==> src/common/i2c_client_pkg.sv <==
// Purpose: Shared constants and types for the I2C client engine
// Assumes: Byte-wide link, one-hot state codes
// Notes:   Mode field bit 0 picks 10-bit addressing, bit 1 picks condition interrupts
package i2c_client_pkg;
	localparam int          BYTE_W           = 8;
	localparam int          RX_FIFO_DEPTH    = 32;
	localparam logic [3:0]  LAST_DATA_BIT    = 4'h8;
	localparam logic [3:0]  ACK_BIT          = 4'h9;
	localparam logic [3:0]  BITCNT_RESET     = 4'h0;
	localparam logic [4:0]  TEN_BIT_PREFIX   = 5'h1e;
	localparam logic [7:0]  GEN_CALL_ADDR    = 8'h00;
	localparam logic [7:0]  OWN_ADDR_RESET   = 8'h00;
	localparam logic [7:0]  SHIFT_RESET      = 8'h00;
	localparam logic [7:0]  TX_SHIFT_RESET   = 8'hff;
	localparam logic [1:0]  LINE_SYNC_RESET  = 2'h3;
	localparam int          MODE_TEN_BIT     = 0;
	localparam int          MODE_COND_IRQ    = 1;

	typedef enum logic [5:0] {
		st_idle    = 6'h01,
		st_addr    = 6'h02,
		st_addr_lo = 6'h04,
		st_rx      = 6'h08,
		st_tx      = 6'h10,
		st_ignore  = 6'h20
	} client_state_t;
endpackage

==> src/i2c_client_addressing.sv <==
// Purpose: I2C client engine with address match, ACK control and clock stretching
// Assumes: SCL and SDA are open-drain pins resolved outside; FIFO depth is a power of two
// Notes:   Received address and data bytes queue in a 32-word FIFO; buffer full means FIFO full
// Notes on behaviour
// - Clearing clock_release grabs SCL only once SCL is seen low; setting releases.
// - Transmitter compares SDA with its intent; first mismatch stops SDA drive.
// - Start is SDA falling while SCL high; only a host makes it.
// - Stop counts only if SCL went low since the Start.
// - Start and stop interrupt enables add flags in modes lacking them.
// - Restart resets client logic like Start and awaits an address byte.
// - Ninth clock is the ACK slot; receiver pulls SDA low to ACK.
// - Sampled ACK slot level is stored in ack_result.
// - With address or data hold, ACK slot uses ack_value_select.
// - Auto ACK, but NACK when buffer full or overflow already set.
// - ack_time_flag sets after eighth falling edge, only with hold enabled.
// - Four modes: 7 or 10-bit, with or without condition interrupts.
// - First byte after Start compared to own address; match loads and interrupts.
// - In 7-bit mode the read/write bit is ignored in matching.
// - 10-bit high byte is 11110, A9, A8, 0; A9:A8 from own bits 2:1.
// - After 10-bit high ACK, set update flag and hold SCL until rewrite.
// - After 10-bit low byte, set flags regardless; own address write clears update.
// - 10-bit read needs full write match, Restart, then high byte with read.
// - After read request ACK, clear clock_release; stretch_enable stretches after every ACK slot in the receive state.
// - Update flag stretches SCL without clearing clock_release; write releases it.
// - Hold enables clear clock_release after eighth falling edge of matching bytes.
// - Bytes move most significant bit first.
// - Completed byte moves to the buffer and sets the port flag.
// - Mask zeros make address bits don't-care: 7:1 in 7-bit, low byte in 10-bit.
// - General call enabled: ACK all-zero write address and interrupt.
`timescale 1ns/10ps
`default_nettype none

module rx_fifo #(
	parameter int WIDTH = 8,
	parameter int DEPTH = 32
) (
	input  wire logic             ref_clk,
	input  wire logic             nrst,
	input  wire logic             in_valid,
	output logic                  in_ready,
	input  wire logic [WIDTH-1:0] in_data,
	output logic                  out_valid,
	input  wire logic             out_ready,
	output logic      [WIDTH-1:0] out_data
);
	localparam int AW = $clog2(DEPTH);

	logic [WIDTH-1:0] mem [DEPTH];
	logic [AW:0]      count;
	logic [AW-1:0]    wr_ptr;
	logic [AW-1:0]    rd_ptr;

	wire push = in_valid & in_ready;
	wire pop  = out_valid & out_ready;

	assign in_ready  = (count != (AW+1)'(DEPTH));
	assign out_valid = (count != '0);
	assign out_data  = mem[rd_ptr];

	always_ff @(posedge ref_clk) begin
		if (push) begin
			mem[wr_ptr] <= in_data;
		end
	end

	always_ff @(posedge ref_clk) begin
		if (!nrst) begin
			wr_ptr <= '0;
			rd_ptr <= '0;
			count  <= '0;
		end else begin
			if (push) begin
				wr_ptr <= wr_ptr + 1'b1;
			end
			if (pop) begin
				rd_ptr <= rd_ptr + 1'b1;
			end
			unique case ({push, pop})
				2'b10:   count <= count + 1'b1;
				2'b01:   count <= count - 1'b1;
				default: count <= count;
			endcase
		end
	end
endmodule

module i2c_client_addressing
	import i2c_client_pkg::*;
#(
	parameter int FIFO_DEPTH = RX_FIFO_DEPTH
) (
	input  wire logic       ref_clk,
	input  wire logic       nrst,
	input  wire logic       scl_in,
	output logic            scl_out,
	output logic            scl_oe,
	input  wire logic       sda_in,
	output logic            sda_out,
	output logic            sda_oe,
	input  wire logic [1:0] port_mode_select,
	input  wire logic       start_irq_enable,
	input  wire logic       stop_irq_enable,
	input  wire logic       address_hold_enable,
	input  wire logic       data_hold_enable,
	input  wire logic       stretch_enable,
	input  wire logic       general_call_enable,
	input  wire logic       ack_value_select,
	input  wire logic [7:0] address_mask_reg,
	input  wire logic [7:0] own_address_data,
	input  wire logic       own_address_write,
	input  wire logic       clock_release_set,
	input  wire logic [7:0] tx_data,
	input  wire logic       tx_write,
	input  wire logic       irq_clear,
	input  wire logic       overflow_clear,
	output logic      [7:0] rx_data,
	output logic            rx_valid,
	input  wire logic       rx_ready,
	output logic      [7:0] own_address_reg,
	output logic            clock_release,
	output logic            port_irq_flag,
	output logic            ack_result,
	output logic            ack_time_flag,
	output logic            address_update_flag,
	output logic            buffer_full_flag,
	output logic            receive_overflow_flag,
	output logic            start_seen,
	output logic            stop_seen,
	output logic            read_request,
	output logic            bus_collision
);
	function automatic logic addr_match(input logic [7:0] rx, input logic [7:0] own,
	                                    input logic [7:0] mask, input logic use_lsb);
		addr_match = (((rx ^ own) & mask & {7'h7f, use_lsb}) == 8'h00);
	endfunction

	client_state_t state;
	client_state_t next_state;
	logic [1:0]    scl_sync;
	logic [1:0]    sda_sync;
	logic          scl_d;
	logic          sda_d;
	logic [3:0]    bitcnt;
	logic [7:0]    shift_register;
	logic [7:0]    tx_shift;
	logic          scl_low_seen;
	logic          in_slot;
	logic          ack_soft;
	logic          ack_hw;
	logic          tx_first;
	logic          pending_ua;
	logic          addressed10;
	logic          fifo_in_ready;

	// Line sampling
	wire scl_s      = scl_sync[1];
	wire sda_s      = sda_sync[1];
	wire scl_rise   = scl_s & ~scl_d;
	wire scl_fall   = ~scl_s & scl_d;
	wire start_cond = scl_s & scl_d & sda_d & ~sda_s;
	wire stop_cond  = scl_s & scl_d & ~sda_d & sda_s & scl_low_seen;
	wire byte_end   = scl_fall & (bitcnt == LAST_DATA_BIT);
	wire slot_end   = scl_fall & (bitcnt == ACK_BIT);

	// Address decode
	wire ten_bit  = port_mode_select[MODE_TEN_BIT];
	wire cond_irq = port_mode_select[MODE_COND_IRQ];
	wire gc_hit   = general_call_enable & (shift_register == GEN_CALL_ADDR);
	wire addr7    = addr_match(shift_register, own_address_reg, address_mask_reg, 1'b0);
	wire hi_hit   = (shift_register[7:3] == TEN_BIT_PREFIX) & (shift_register[2:1] == own_address_reg[2:1])
	              & (~shift_register[0] | addressed10);
	wire lo_hit   = addr_match(shift_register, own_address_reg, address_mask_reg, 1'b1);
	wire addr_hit = gc_hit | (ten_bit ? hi_hit : addr7);

	// Byte completion decode
	wire in_addr   = (state == st_addr);
	wire in_lo     = (state == st_addr_lo);
	wire in_rx     = (state == st_rx);
	wire in_tx     = (state == st_tx);
	wire want_push = byte_end & ((in_addr & addr_hit) | (in_lo & lo_hit) | in_rx);
	wire blocked   = ~fifo_in_ready | receive_overflow_flag;
	wire push      = want_push & ~blocked;
	wire ov_set    = want_push & blocked;
	wire hold      = ((in_addr | in_lo) & address_hold_enable) | (in_rx & data_hold_enable);
	wire hold_hit  = want_push & hold;
	wire lose_arb  = scl_rise & in_tx & ~in_slot & tx_shift[7] & ~sda_s & (bitcnt < LAST_DATA_BIT);
	wire go_ua     = byte_end & ((in_addr & (next_state == st_addr_lo)) | in_lo);
	wire host_ack  = ~ack_result;

	wire irq_set = (start_cond & (cond_irq | start_irq_enable))
	             | (stop_cond & (cond_irq | stop_irq_enable))
	             | push
	             | (byte_end & hold_hit)
	             | (slot_end & pending_ua)
	             | (slot_end & in_tx & (tx_first | host_ack))
	             | (slot_end & in_rx & data_hold_enable & host_ack);
	wire ckp_clr = (byte_end & hold_hit)
	             | (slot_end & tx_first)
	             | (slot_end & in_tx & ~tx_first & host_ack)
	             | (slot_end & in_rx & stretch_enable);

	wire tx_bit_drive = in_tx & ~tx_shift[7] & ~in_slot;
	wire slot_drive   = in_slot & (ack_soft ? ~ack_value_select : ack_hw);
	wire next_sda_oe  = slot_drive | tx_bit_drive;
	wire next_scl_oe  = (~clock_release | address_update_flag) & (scl_oe | ~scl_s);

	assign scl_out = 1'b0;
	assign sda_out = 1'b0;

	always_comb begin
		next_state = state;
		if (start_cond) begin
			next_state = st_addr;
		end else if (stop_cond) begin
			next_state = st_idle;
		end else if (lose_arb) begin
			next_state = st_ignore;
		end else if (byte_end) begin
			unique case (state)
				st_addr:    next_state = !addr_hit ? st_ignore
				                       : shift_register[0] ? st_tx
				                       : (ten_bit & ~gc_hit) ? st_addr_lo : st_rx;
				st_addr_lo: next_state = lo_hit ? st_rx : st_ignore;
				default:    next_state = state;
			endcase
		end else if (slot_end & in_tx & ~tx_first & ack_result) begin
			next_state = st_ignore;
		end
	end

	always_ff @(posedge ref_clk) begin
		if (!nrst) begin
			scl_sync <= LINE_SYNC_RESET;
			sda_sync <= LINE_SYNC_RESET;
			scl_d    <= 1'b1;
			sda_d    <= 1'b1;
		end else begin
			scl_sync <= {scl_sync[0], scl_in};
			sda_sync <= {sda_sync[0], sda_in};
			scl_d    <= scl_s;
			sda_d    <= sda_s;
		end
	end

	always_ff @(posedge ref_clk) begin
		if (!nrst) begin
			state        <= st_idle;
			scl_low_seen <= 1'b0;
		end else begin
			state <= next_state;
			if (start_cond) begin
				scl_low_seen <= 1'b0;
			end else if (!scl_s) begin
				scl_low_seen <= 1'b1;
			end
		end
	end

	always_ff @(posedge ref_clk) begin
		if (!nrst) begin
			bitcnt         <= BITCNT_RESET;
			shift_register <= SHIFT_RESET;
		end else if (start_cond | slot_end) begin
			bitcnt <= BITCNT_RESET;
		end else if (scl_rise) begin
			bitcnt <= bitcnt + 4'h1;
			if (bitcnt < LAST_DATA_BIT) begin
				shift_register <= {shift_register[6:0], sda_s};
			end
		end
	end

	always_ff @(posedge ref_clk) begin
		if (!nrst) begin
			tx_shift <= TX_SHIFT_RESET;
		end else if (tx_write) begin
			tx_shift <= tx_data;
		end else if (scl_fall & in_tx & (bitcnt != BITCNT_RESET) & (bitcnt < LAST_DATA_BIT)) begin
			tx_shift <= {tx_shift[6:0], 1'b1};
		end
	end

	always_ff @(posedge ref_clk) begin
		if (!nrst) begin
			in_slot  <= 1'b0;
			ack_soft <= 1'b0;
			ack_hw   <= 1'b0;
			tx_first <= 1'b0;
		end else if (start_cond | slot_end) begin
			in_slot  <= 1'b0;
			tx_first <= 1'b0;
		end else if (byte_end) begin
			in_slot  <= 1'b1;
			ack_soft <= hold_hit;
			ack_hw   <= push;
			tx_first <= in_addr & (next_state == st_tx);
		end
	end

	always_ff @(posedge ref_clk) begin
		if (!nrst) begin
			pending_ua  <= 1'b0;
			addressed10 <= 1'b0;
		end else if (stop_cond) begin
			pending_ua  <= 1'b0;
			addressed10 <= 1'b0;
		end else begin
			if (go_ua) begin
				pending_ua <= 1'b1;
			end else if (slot_end | start_cond) begin
				pending_ua <= 1'b0;
			end
			if (byte_end & in_lo & lo_hit) begin
				addressed10 <= 1'b1;
			end else if (byte_end & in_addr & ten_bit & hi_hit & ~shift_register[0]) begin
				addressed10 <= 1'b0;
			end
		end
	end

	always_ff @(posedge ref_clk) begin
		if (!nrst) begin
			sda_oe <= 1'b0;
			scl_oe <= 1'b0;
		end else begin
			sda_oe <= next_sda_oe;
			scl_oe <= next_scl_oe;
		end
	end

	always_ff @(posedge ref_clk) begin
		if (!nrst) begin
			clock_release <= 1'b1;
		end else if (ckp_clr) begin
			clock_release <= 1'b0;
		end else if (clock_release_set | start_cond) begin
			clock_release <= 1'b1;
		end
	end

	always_ff @(posedge ref_clk) begin
		if (!nrst) begin
			own_address_reg     <= OWN_ADDR_RESET;
			address_update_flag <= 1'b0;
		end else begin
			if (own_address_write) begin
				own_address_reg <= own_address_data;
			end
			if (slot_end & pending_ua) begin
				address_update_flag <= 1'b1;
			end else if (own_address_write) begin
				address_update_flag <= 1'b0;
			end
		end
	end

	always_ff @(posedge ref_clk) begin
		if (!nrst) begin
			port_irq_flag         <= 1'b0;
			receive_overflow_flag <= 1'b0;
			ack_time_flag         <= 1'b0;
			ack_result            <= 1'b1;
		end else begin
			port_irq_flag         <= irq_set | (port_irq_flag & ~irq_clear);
			receive_overflow_flag <= ov_set | (receive_overflow_flag & ~overflow_clear);
			if (byte_end & hold_hit) begin
				ack_time_flag <= 1'b1;
			end else if (slot_end | start_cond) begin
				ack_time_flag <= 1'b0;
			end
			if (scl_rise & (bitcnt == LAST_DATA_BIT)) begin
				ack_result <= sda_s;
			end
		end
	end

	always_ff @(posedge ref_clk) begin
		if (!nrst) begin
			start_seen       <= 1'b0;
			stop_seen        <= 1'b0;
			read_request     <= 1'b0;
			bus_collision    <= 1'b0;
			buffer_full_flag <= 1'b0;
		end else begin
			buffer_full_flag <= ~fifo_in_ready;
			if (start_cond) begin
				start_seen <= 1'b1;
				stop_seen  <= 1'b0;
			end else if (stop_cond) begin
				start_seen <= 1'b0;
				stop_seen  <= 1'b1;
			end
			if (start_cond) begin
				read_request <= 1'b0;
			end else if (byte_end & in_addr & addr_hit) begin
				read_request <= shift_register[0] & ~gc_hit;
			end
			if (lose_arb) begin
				bus_collision <= 1'b1;
			end else if (start_cond) begin
				bus_collision <= 1'b0;
			end
		end
	end

	rx_fifo #(
		.WIDTH (BYTE_W),
		.DEPTH (FIFO_DEPTH)
	) u_rx_fifo (
		.ref_clk   (ref_clk),
		.nrst      (nrst),
		.in_valid  (push),
		.in_ready  (fifo_in_ready),
		.in_data   (shift_register),
		.out_valid (rx_valid),
		.out_ready (rx_ready),
		.out_data  (rx_data)
	);
endmodule

`default_nettype wire

==> config.mk <==
export PLATFORM = sky130hd
export DESIGN_NAME = i2c_client_addressing
export DESIGN_NICKNAME = d
export VERILOG_FILES = /design/src/common/i2c_client_pkg.sv /design/src/i2c_client_addressing.sv
export SDC_FILE = /design/constraint.sdc
export NUM_CORES = 1
export LEC_CHECK = 0
export ABC_AREA = 1
export BUFFER_PORTS_ARGS = -buffer_cell sky130_fd_sc_hd__buf_4
export CORE_ASPECT_RATIO = 0.9
export CORE_MARGIN = 5
export CORE_UTILIZATION = 40
export DETAILED_ROUTE_END_ITERATION = 10
export GPL_TIMING_DRIVEN = 0
export PLACE_DENSITY = 0.52
export SLEW_MARGIN = 20
export SYNTH_ARGS = -nofsm -noshare
export SYNTH_HDL_FRONTEND = slang
export SYNTH_HIERARCHICAL = 1
export SYNTH_SLANG_ARGS = --single-unit
==> constraint.sdc <==
create_clock -name ref_clk -period 9.7 [get_ports ref_clk]
set_input_delay 1.94 -clock ref_clk [delete_from_list [all_inputs] [get_ports ref_clk]]
set_output_delay 1.94 -clock ref_clk [all_outputs]
set_load 0.005 [all_outputs]
# After elaboration in Yosys (flattened, before gate mapping)
# Memory sizes are Yosys's and may differ from the RTL's. A register that Yosys moved wholly into a read port is not among the register bits.
# Index checks and enable logic that the tools add are counted.
# word_totals
memories	1
elab_cells	214
input_bits	43
out_inout_bits	32
regBits	76
mem_bits_rw	256
# classes
n_lt_le_gt_ge	1
eq_ne	13
addsub	5
mux	32
n_bitwise	111
reduce_logical	19
# mem_list
name	words	width	rd	rd_clocked_by_memory_dff	write_ports	line	source
u_rx_fifo.mem	32	8	1	1	1	i2c_client_addressing.sv:48	logic [WIDTH-1:0] mem [DEPTH];
# op_table
operator	count
1-bit AND	64
6-bit 2-to-1 mux	7
1-bit OR	27
8-bit zero test	3
6-bit case mux with 2 select lines	2
1-bit NOT	18
2-bit nonzero test	9
1-bit 2-to-1 mux	17
8-bit 2-to-1 mux	2
5-bit 2-to-1 mux	3
6-bit by 3-bit == test with 1-bit output (second input constant)	2
6-bit by 5-bit == test with 1-bit output (second input constant)	2
5-bit by 1-bit adder with 5-bit output (second input constant)	2
8-bit AND	1
4-bit == test (second input constant)	2
8-bit XOR	1
6-bit by 1-bit adder with 6-bit output (second input constant)	1
6-bit by 2-bit == test with 1-bit output (second input constant)	1
6-bit by 4-bit == test with 1-bit output (second input constant)	1
6-bit inequality test (second input constant)	1
6-bit nonzero test	1
2-bit OR reduction	3
6-bit by 1-bit subtractor with 6-bit output (second input constant)	1
5-bit == test (second input constant)	1
other kinds (9)	9

# Depth between registers and ports, before layout
# logic_depth
ltp_word	17
mapped_depth	26
ltp_nobuf	25

# By module
# Netlist, hierarchy kept.
# modules_own_cells
mod	cells_each	seq_area_each_um2	n_inst	area_per_inst_um2
rx_fifo	1040	8107.8	1	11611.1
i2c_client_addressing	398	1201.2	1	2785.2

# Least setup slack after synthesis
# Ideal clock, no wire load.
# synth_timing
path_type	input -> register
startpoint	input port_mode_select[0]
endpoint	register u_rx_fifo.count[4]
arrival_time_ps	4125
path_buffers	1
setup_slack_ps	5466
required_ps	9591
cell_stages	25
setup_time_ps	109
path_cell_list	inv_1 > nor3_1 > nand2_1 > nor2_1 > nor2_1 > nand2_2 > nand2_4 > nand2_4 > nand2_2 > inv_1 > nand2_4 > ha_1 > buf_2 > inv_1 > nand2_1 > nand2_1 > inv_1 > ha_1 > o21bai_1 > nand2_1 > nand2_1 > nand2_1 > nand3_1 > nand2_1 > inv_1
# synth_between
elab_chain_cells	10
elab_cells_between_ends	12
classes_between	eq/ne: 2; mux: 2; bitwise: 7; reduce/logical: 1
# synth_rtl
element	line	source
start, declared	i2c_client_addressing.sv:100	input wire logic [1:0] port_mode_select,
1-bit 2-to-1 mux *	i2c_client_addressing.sv:173	wire addr_hit = gc_hit | (ten_bit ? hi_hit : addr7);
1-bit OR *	i2c_client_addressing.sv:173	
1-bit AND *	i2c_client_addressing.sv:180	wire want_push = byte_end & ((in_addr & addr_hit) | (in_lo & lo_hit) | in_rx);
1-bit OR * (2 in a row)	i2c_client_addressing.sv:180	
1-bit AND *	i2c_client_addressing.sv:180	
1-bit AND *	i2c_client_addressing.sv:182	wire push = want_push & ~blocked;
via push	i2c_client_addressing.sv:182	
1-bit AND *	i2c_client_addressing.sv:53	wire push = in_valid & in_ready;
2-bit by 1-bit == test with 1-bit output or 2-bit == test (tied branches)	i2c_client_addressing.sv:78	unique case ({push, pop})
6-bit case mux with 2 select lines or 2-bit nonzero test (tied branches)	n/a	
end signal, assigned	i2c_client_addressing.sv:79	2'b10: count <= count + 1'b1;
end signal, assigned	i2c_client_addressing.sv:80	2'b01: count <= count - 1'b1;
end signal, assigned	i2c_client_addressing.sv:81	default: count <= count;
end, declared	i2c_client_addressing.sv:49	logic [AW:0] count;
# The timed path passes the listed nets; every way through them passes the cells marked *.
# A chain may end at the register's enable or synchronous reset.

==> flow_summary_export.csv <==
group,metric,value,unit
global_route,antenna_found_initial,0,
timing,period_needed,4.63,ns
placed_design,place_hpwl,27800,um
cells_and_area,area_growth,16.7,%
timing,relSlewSlack,29.3,%
synthesis,synthesis.area,14400,um2
critical_path,cp-end-kind,"output port",
timing,fmax,216,MHz
cells_and_area,final_util,46.9,%
clock_tree,ctsResizeCount,0,
cells_and_area,layout.nets,1607,
die,die_height,190,um
cells_and_area,largest_register_ffs,256,
routing,drc_errors,0,
clock_tree,cts_tree,"yes",
cells_and_area,multiInputGateArea,4390,um2
critical_path,path_max_fanout,10,
global_route,grt_max_degree,37,
synthesis,synth_top_family_by_area,"simple AND/OR/NAND/NOR gates",
timing,fin_ws,5.07,ns
clock_tree,hold_buffers,0,
routing,drt_iter0_markers,1017,
synthesis,netlist_instances,1438,
routing,post_drt_wl_per_cell,19.6,um
synthesis,syn_avg_cell_area,10.0,um2
flow_run,cap_viol_max_count,0,
timing,report.final.slew_viol_count,0,
clock_tree,clockRootBuffer,"clkbuf_16",
placed_design,placed_cell_area,15700,um2
clock_tree,clock_sinks,337,
routing,ant_nets,0,
cells_and_area,design_area,16800,um2
synthesis,synth-seq-cells,337,
pwr,pwr_density_cell,223,nW/um2
routing,viasPerCell,5.12,
cells_and_area,drive_gt1_share,13.2,%
hold_path,hp-class,"reg -> reg",
timing,rsz0062_at_grt,"false",
cells_and_area,n_antenna_cell,0,
clock_tree,clkLatencyLatePin,0.52,ns
synthesis,synth-simple-area-share,23.3,%
timing,tns,0,ns
timing,setup_viol,0,
die,die-area,39900,um2
critical_path,r2r_slack,5.85,ns
placed_design,globalplace.congestion,0.897,
global_route,grt_pass1_vias,10097,
synthesis,yosys-mux-area-fraction,0,%
pwr,p_total,3750,uW
synthesis,synth_top_area_share,53.4,%
timing,finalCritPeriodShare,47.8,%
die,core_area,35800,um2
global_route,grt_pass1_wl,60800,um
placed_design,io_buffers,71,
routing,via_count,10512,
clock_tree,postCtsSetupRepairBufs,0,
pwr,power_leakage,0.00668,uW
die,start_util,40.2,%
timing,skew,0.0162,ns
critical_path,path_class,"reg -> out",
placed_design,dp_slack,4.90,ns
critical_path,cp.arrival,2.69,ns
synthesis,yosysUniqueCellTypes,41,
synthesis,synthAdderAreaFrac,0.956,%
critical_path,cp.required,7.76,ns
global_route,track_usage,20.0,%
routing,dr.pass1.iters,5,
synthesis,synth-compound-area-share,5.48,%
clock_tree,clkTransAtPathRegs,0.06,ns
run_status,status,"completed",
synthesis,ys_seq_area_share,64.7,%
pwr,ir_drop,0.000100,V
cells_and_area,regMostFlops,"u_rx_fifo/mem",
routing,drt-total-wl,40300,um
die,ioPinCount,75,
synthesis,synth_warnings,6,
critical_path,cp-start-kind,"flop",
cells_and_area,nFillCells,3405,
synthesis,synth_area_leaders,"edfxtp_1, dfxtp_1, nand2_1, nand3_1, a21oi_1",
cells_and_area,seqCellArea,9320,um2
global_route,overflow,0,
timing,finalHoldViolations,0,
die,die-width,210,um
synthesis,synth_top_cell_by_area,"edfxtp_1",
timing,worst_slew_pin_slew,1.06,ns
clock_tree,cts_buffers,36,
clock_tree,cts_buffer_depth,3,
synthesis,synthXorXnorAreaFrac,0.608,%
clock_tree,htree_levels,2,
die,fp-row-count,66,
[per-layer routing]
metal	track usage [%]	wire length, um	up-vias
met3	3.33	2550	71
met1	30.0	19300	4981
li1	-	-	5136
met4	5.09	956	0
met2	30.5	17500	324
met5	0	0	-
[synth_stat cells]
| cell | instances |
|---|---|
| clkbuf_1 | 13 |
| nor3b_1 | 1 |
| inv_4 | 1 |
| o21ai_0 | 33 |
| a21oi_1 | 97 |
| nand3_2 | 1 |
| ha_1 | 11 |
| buf_6 | 6 |
| and2_1 | 1 |
| dfxtp_1 | 81 |
| nor2_8 | 1 |
| nor4_2 | 2 |
| xnor2_1 | 5 |
| buf_1 | 9 |
| o22ai_1 | 2 |
| nand3_1 | 223 |
| edfxtp_1 | 256 |
| nand4_1 | 6 |
| clkinv_1 | 2 |
| nor2_1 | 99 |
| xor2_1 | 5 |
| a31oi_1 | 1 |
| o21ai_1 | 1 |
| or2_2 | 4 |
| nand2_1 | 413 |
| o211ai_1 | 4 |
| buf_4 | 17 |
| o21ai_2 | 1 |
| conb_1 | 1 |
| inv_1 | 79 |
| nor3_1 | 7 |
| buf_2 | 20 |
| or2_1 | 1 |
| nand2_2 | 8 |
| nor2_2 | 2 |
| nand2_4 | 7 |
| inv_2 | 6 |
| o311ai_0 | 1 |
| o31ai_1 | 8 |
| o21bai_1 | 1 |
| nor4_1 | 1 |
[final cells by class]
class                           instances  area share (%)
Sequential cell                       337            55.5
Multi-Input combinational cell        949            26.1
Clock buffer                           46            5.77
Timing Repair Buffer                   76            3.90
Tap cell                              476            3.54
Buffer                                 65            2.25
Inverter                               88            1.98
Clock inverter                         17           0.998
[worst max-delay path, stage by stage (launching register included)]
cell,delay [ns]
dfxtp_1,0.33
inv_2,0.16
clkbuf_1,0.58
a21oi_1,0.15
o31ai_1,0.52
a21oi_1,0.23
buf_4,0.20
[path summary, 6_finish.rpt]
kind,from,end,depth (start not counted)
worst min register to register,sda_sync[0],sda_sync[1],1
worst max register to register,shift_register[7],u_rx_fifo/count[4],25
worst min-delay path,sda_sync[0],sda_sync[1],1
worst max-delay path,flop,rx_data[7],6
[layout by cell type, fill, tap and decap left out, drive strengths merged]
cell type / Yosys / routed
nor3: 7 / 7
dfxtp: 81 / 81
or2: 5 / 5
nand2: 428 / 428
nor3b: 1 / 1
inv: 86 / 89
conb: 1 / 2
o31ai: 8 / 8
nor4: 3 / 3
buf: 52 / 128
nand3: 224 / 224
o311ai: 1 / 1
a31oi: 1 / 1
and2: 1 / 1
clkinv: 2 / 12
ha: 11 / 11
o211ai: 4 / 4
bufinv: 0 / 3
xnor2: 5 / 5
clkinvlp: 0 / 1
nand4: 6 / 6
nor2: 102 / 102
o21ai: 35 / 35
a21oi: 97 / 97
o22ai: 2 / 2
edfxtp: 256 / 256
xor2: 5 / 5
o21bai: 1 / 1
clkbuf: 13 / 59
[report_power, final]
| group | switching [uW] | leakage, uW | total, uW | internal [uW] |
|---|---|---|---|---|
| sequential | 33.0 | 0.00324 | 1600 | 1570 |
| combinational | 543 | 0.00289 | 811 | 268 |
| clock | 553 | 0.000549 | 1340 | 788 |
[kinds of logic (layout without fill, tap and decap cells)]
logic type	Yosys count	in the layout
flip-flops	337	337
AO/OA/AOI/OAI	149	149
XOR/XNOR	10	10
other	1	2
AND/OR/NAND/NOR	777	777
adder cells (fa/ha/maj)	11	11
buffers and inverters	153	292
[stage by stage]
| step | cells | hold WS, ns |
|---|---|---|
| final | 2054 | 0.415 |
| after CTS | 2054 | 0.417 |
| after global placement | 1986 | 0.403 |
| after floorplan | 1439 | 0.393 |
| after global routing | 2054 | 0.426 |
| after detailed placement | 1991 | 0.402 |
Note: power is estimated with default switching activity, not from simulation.
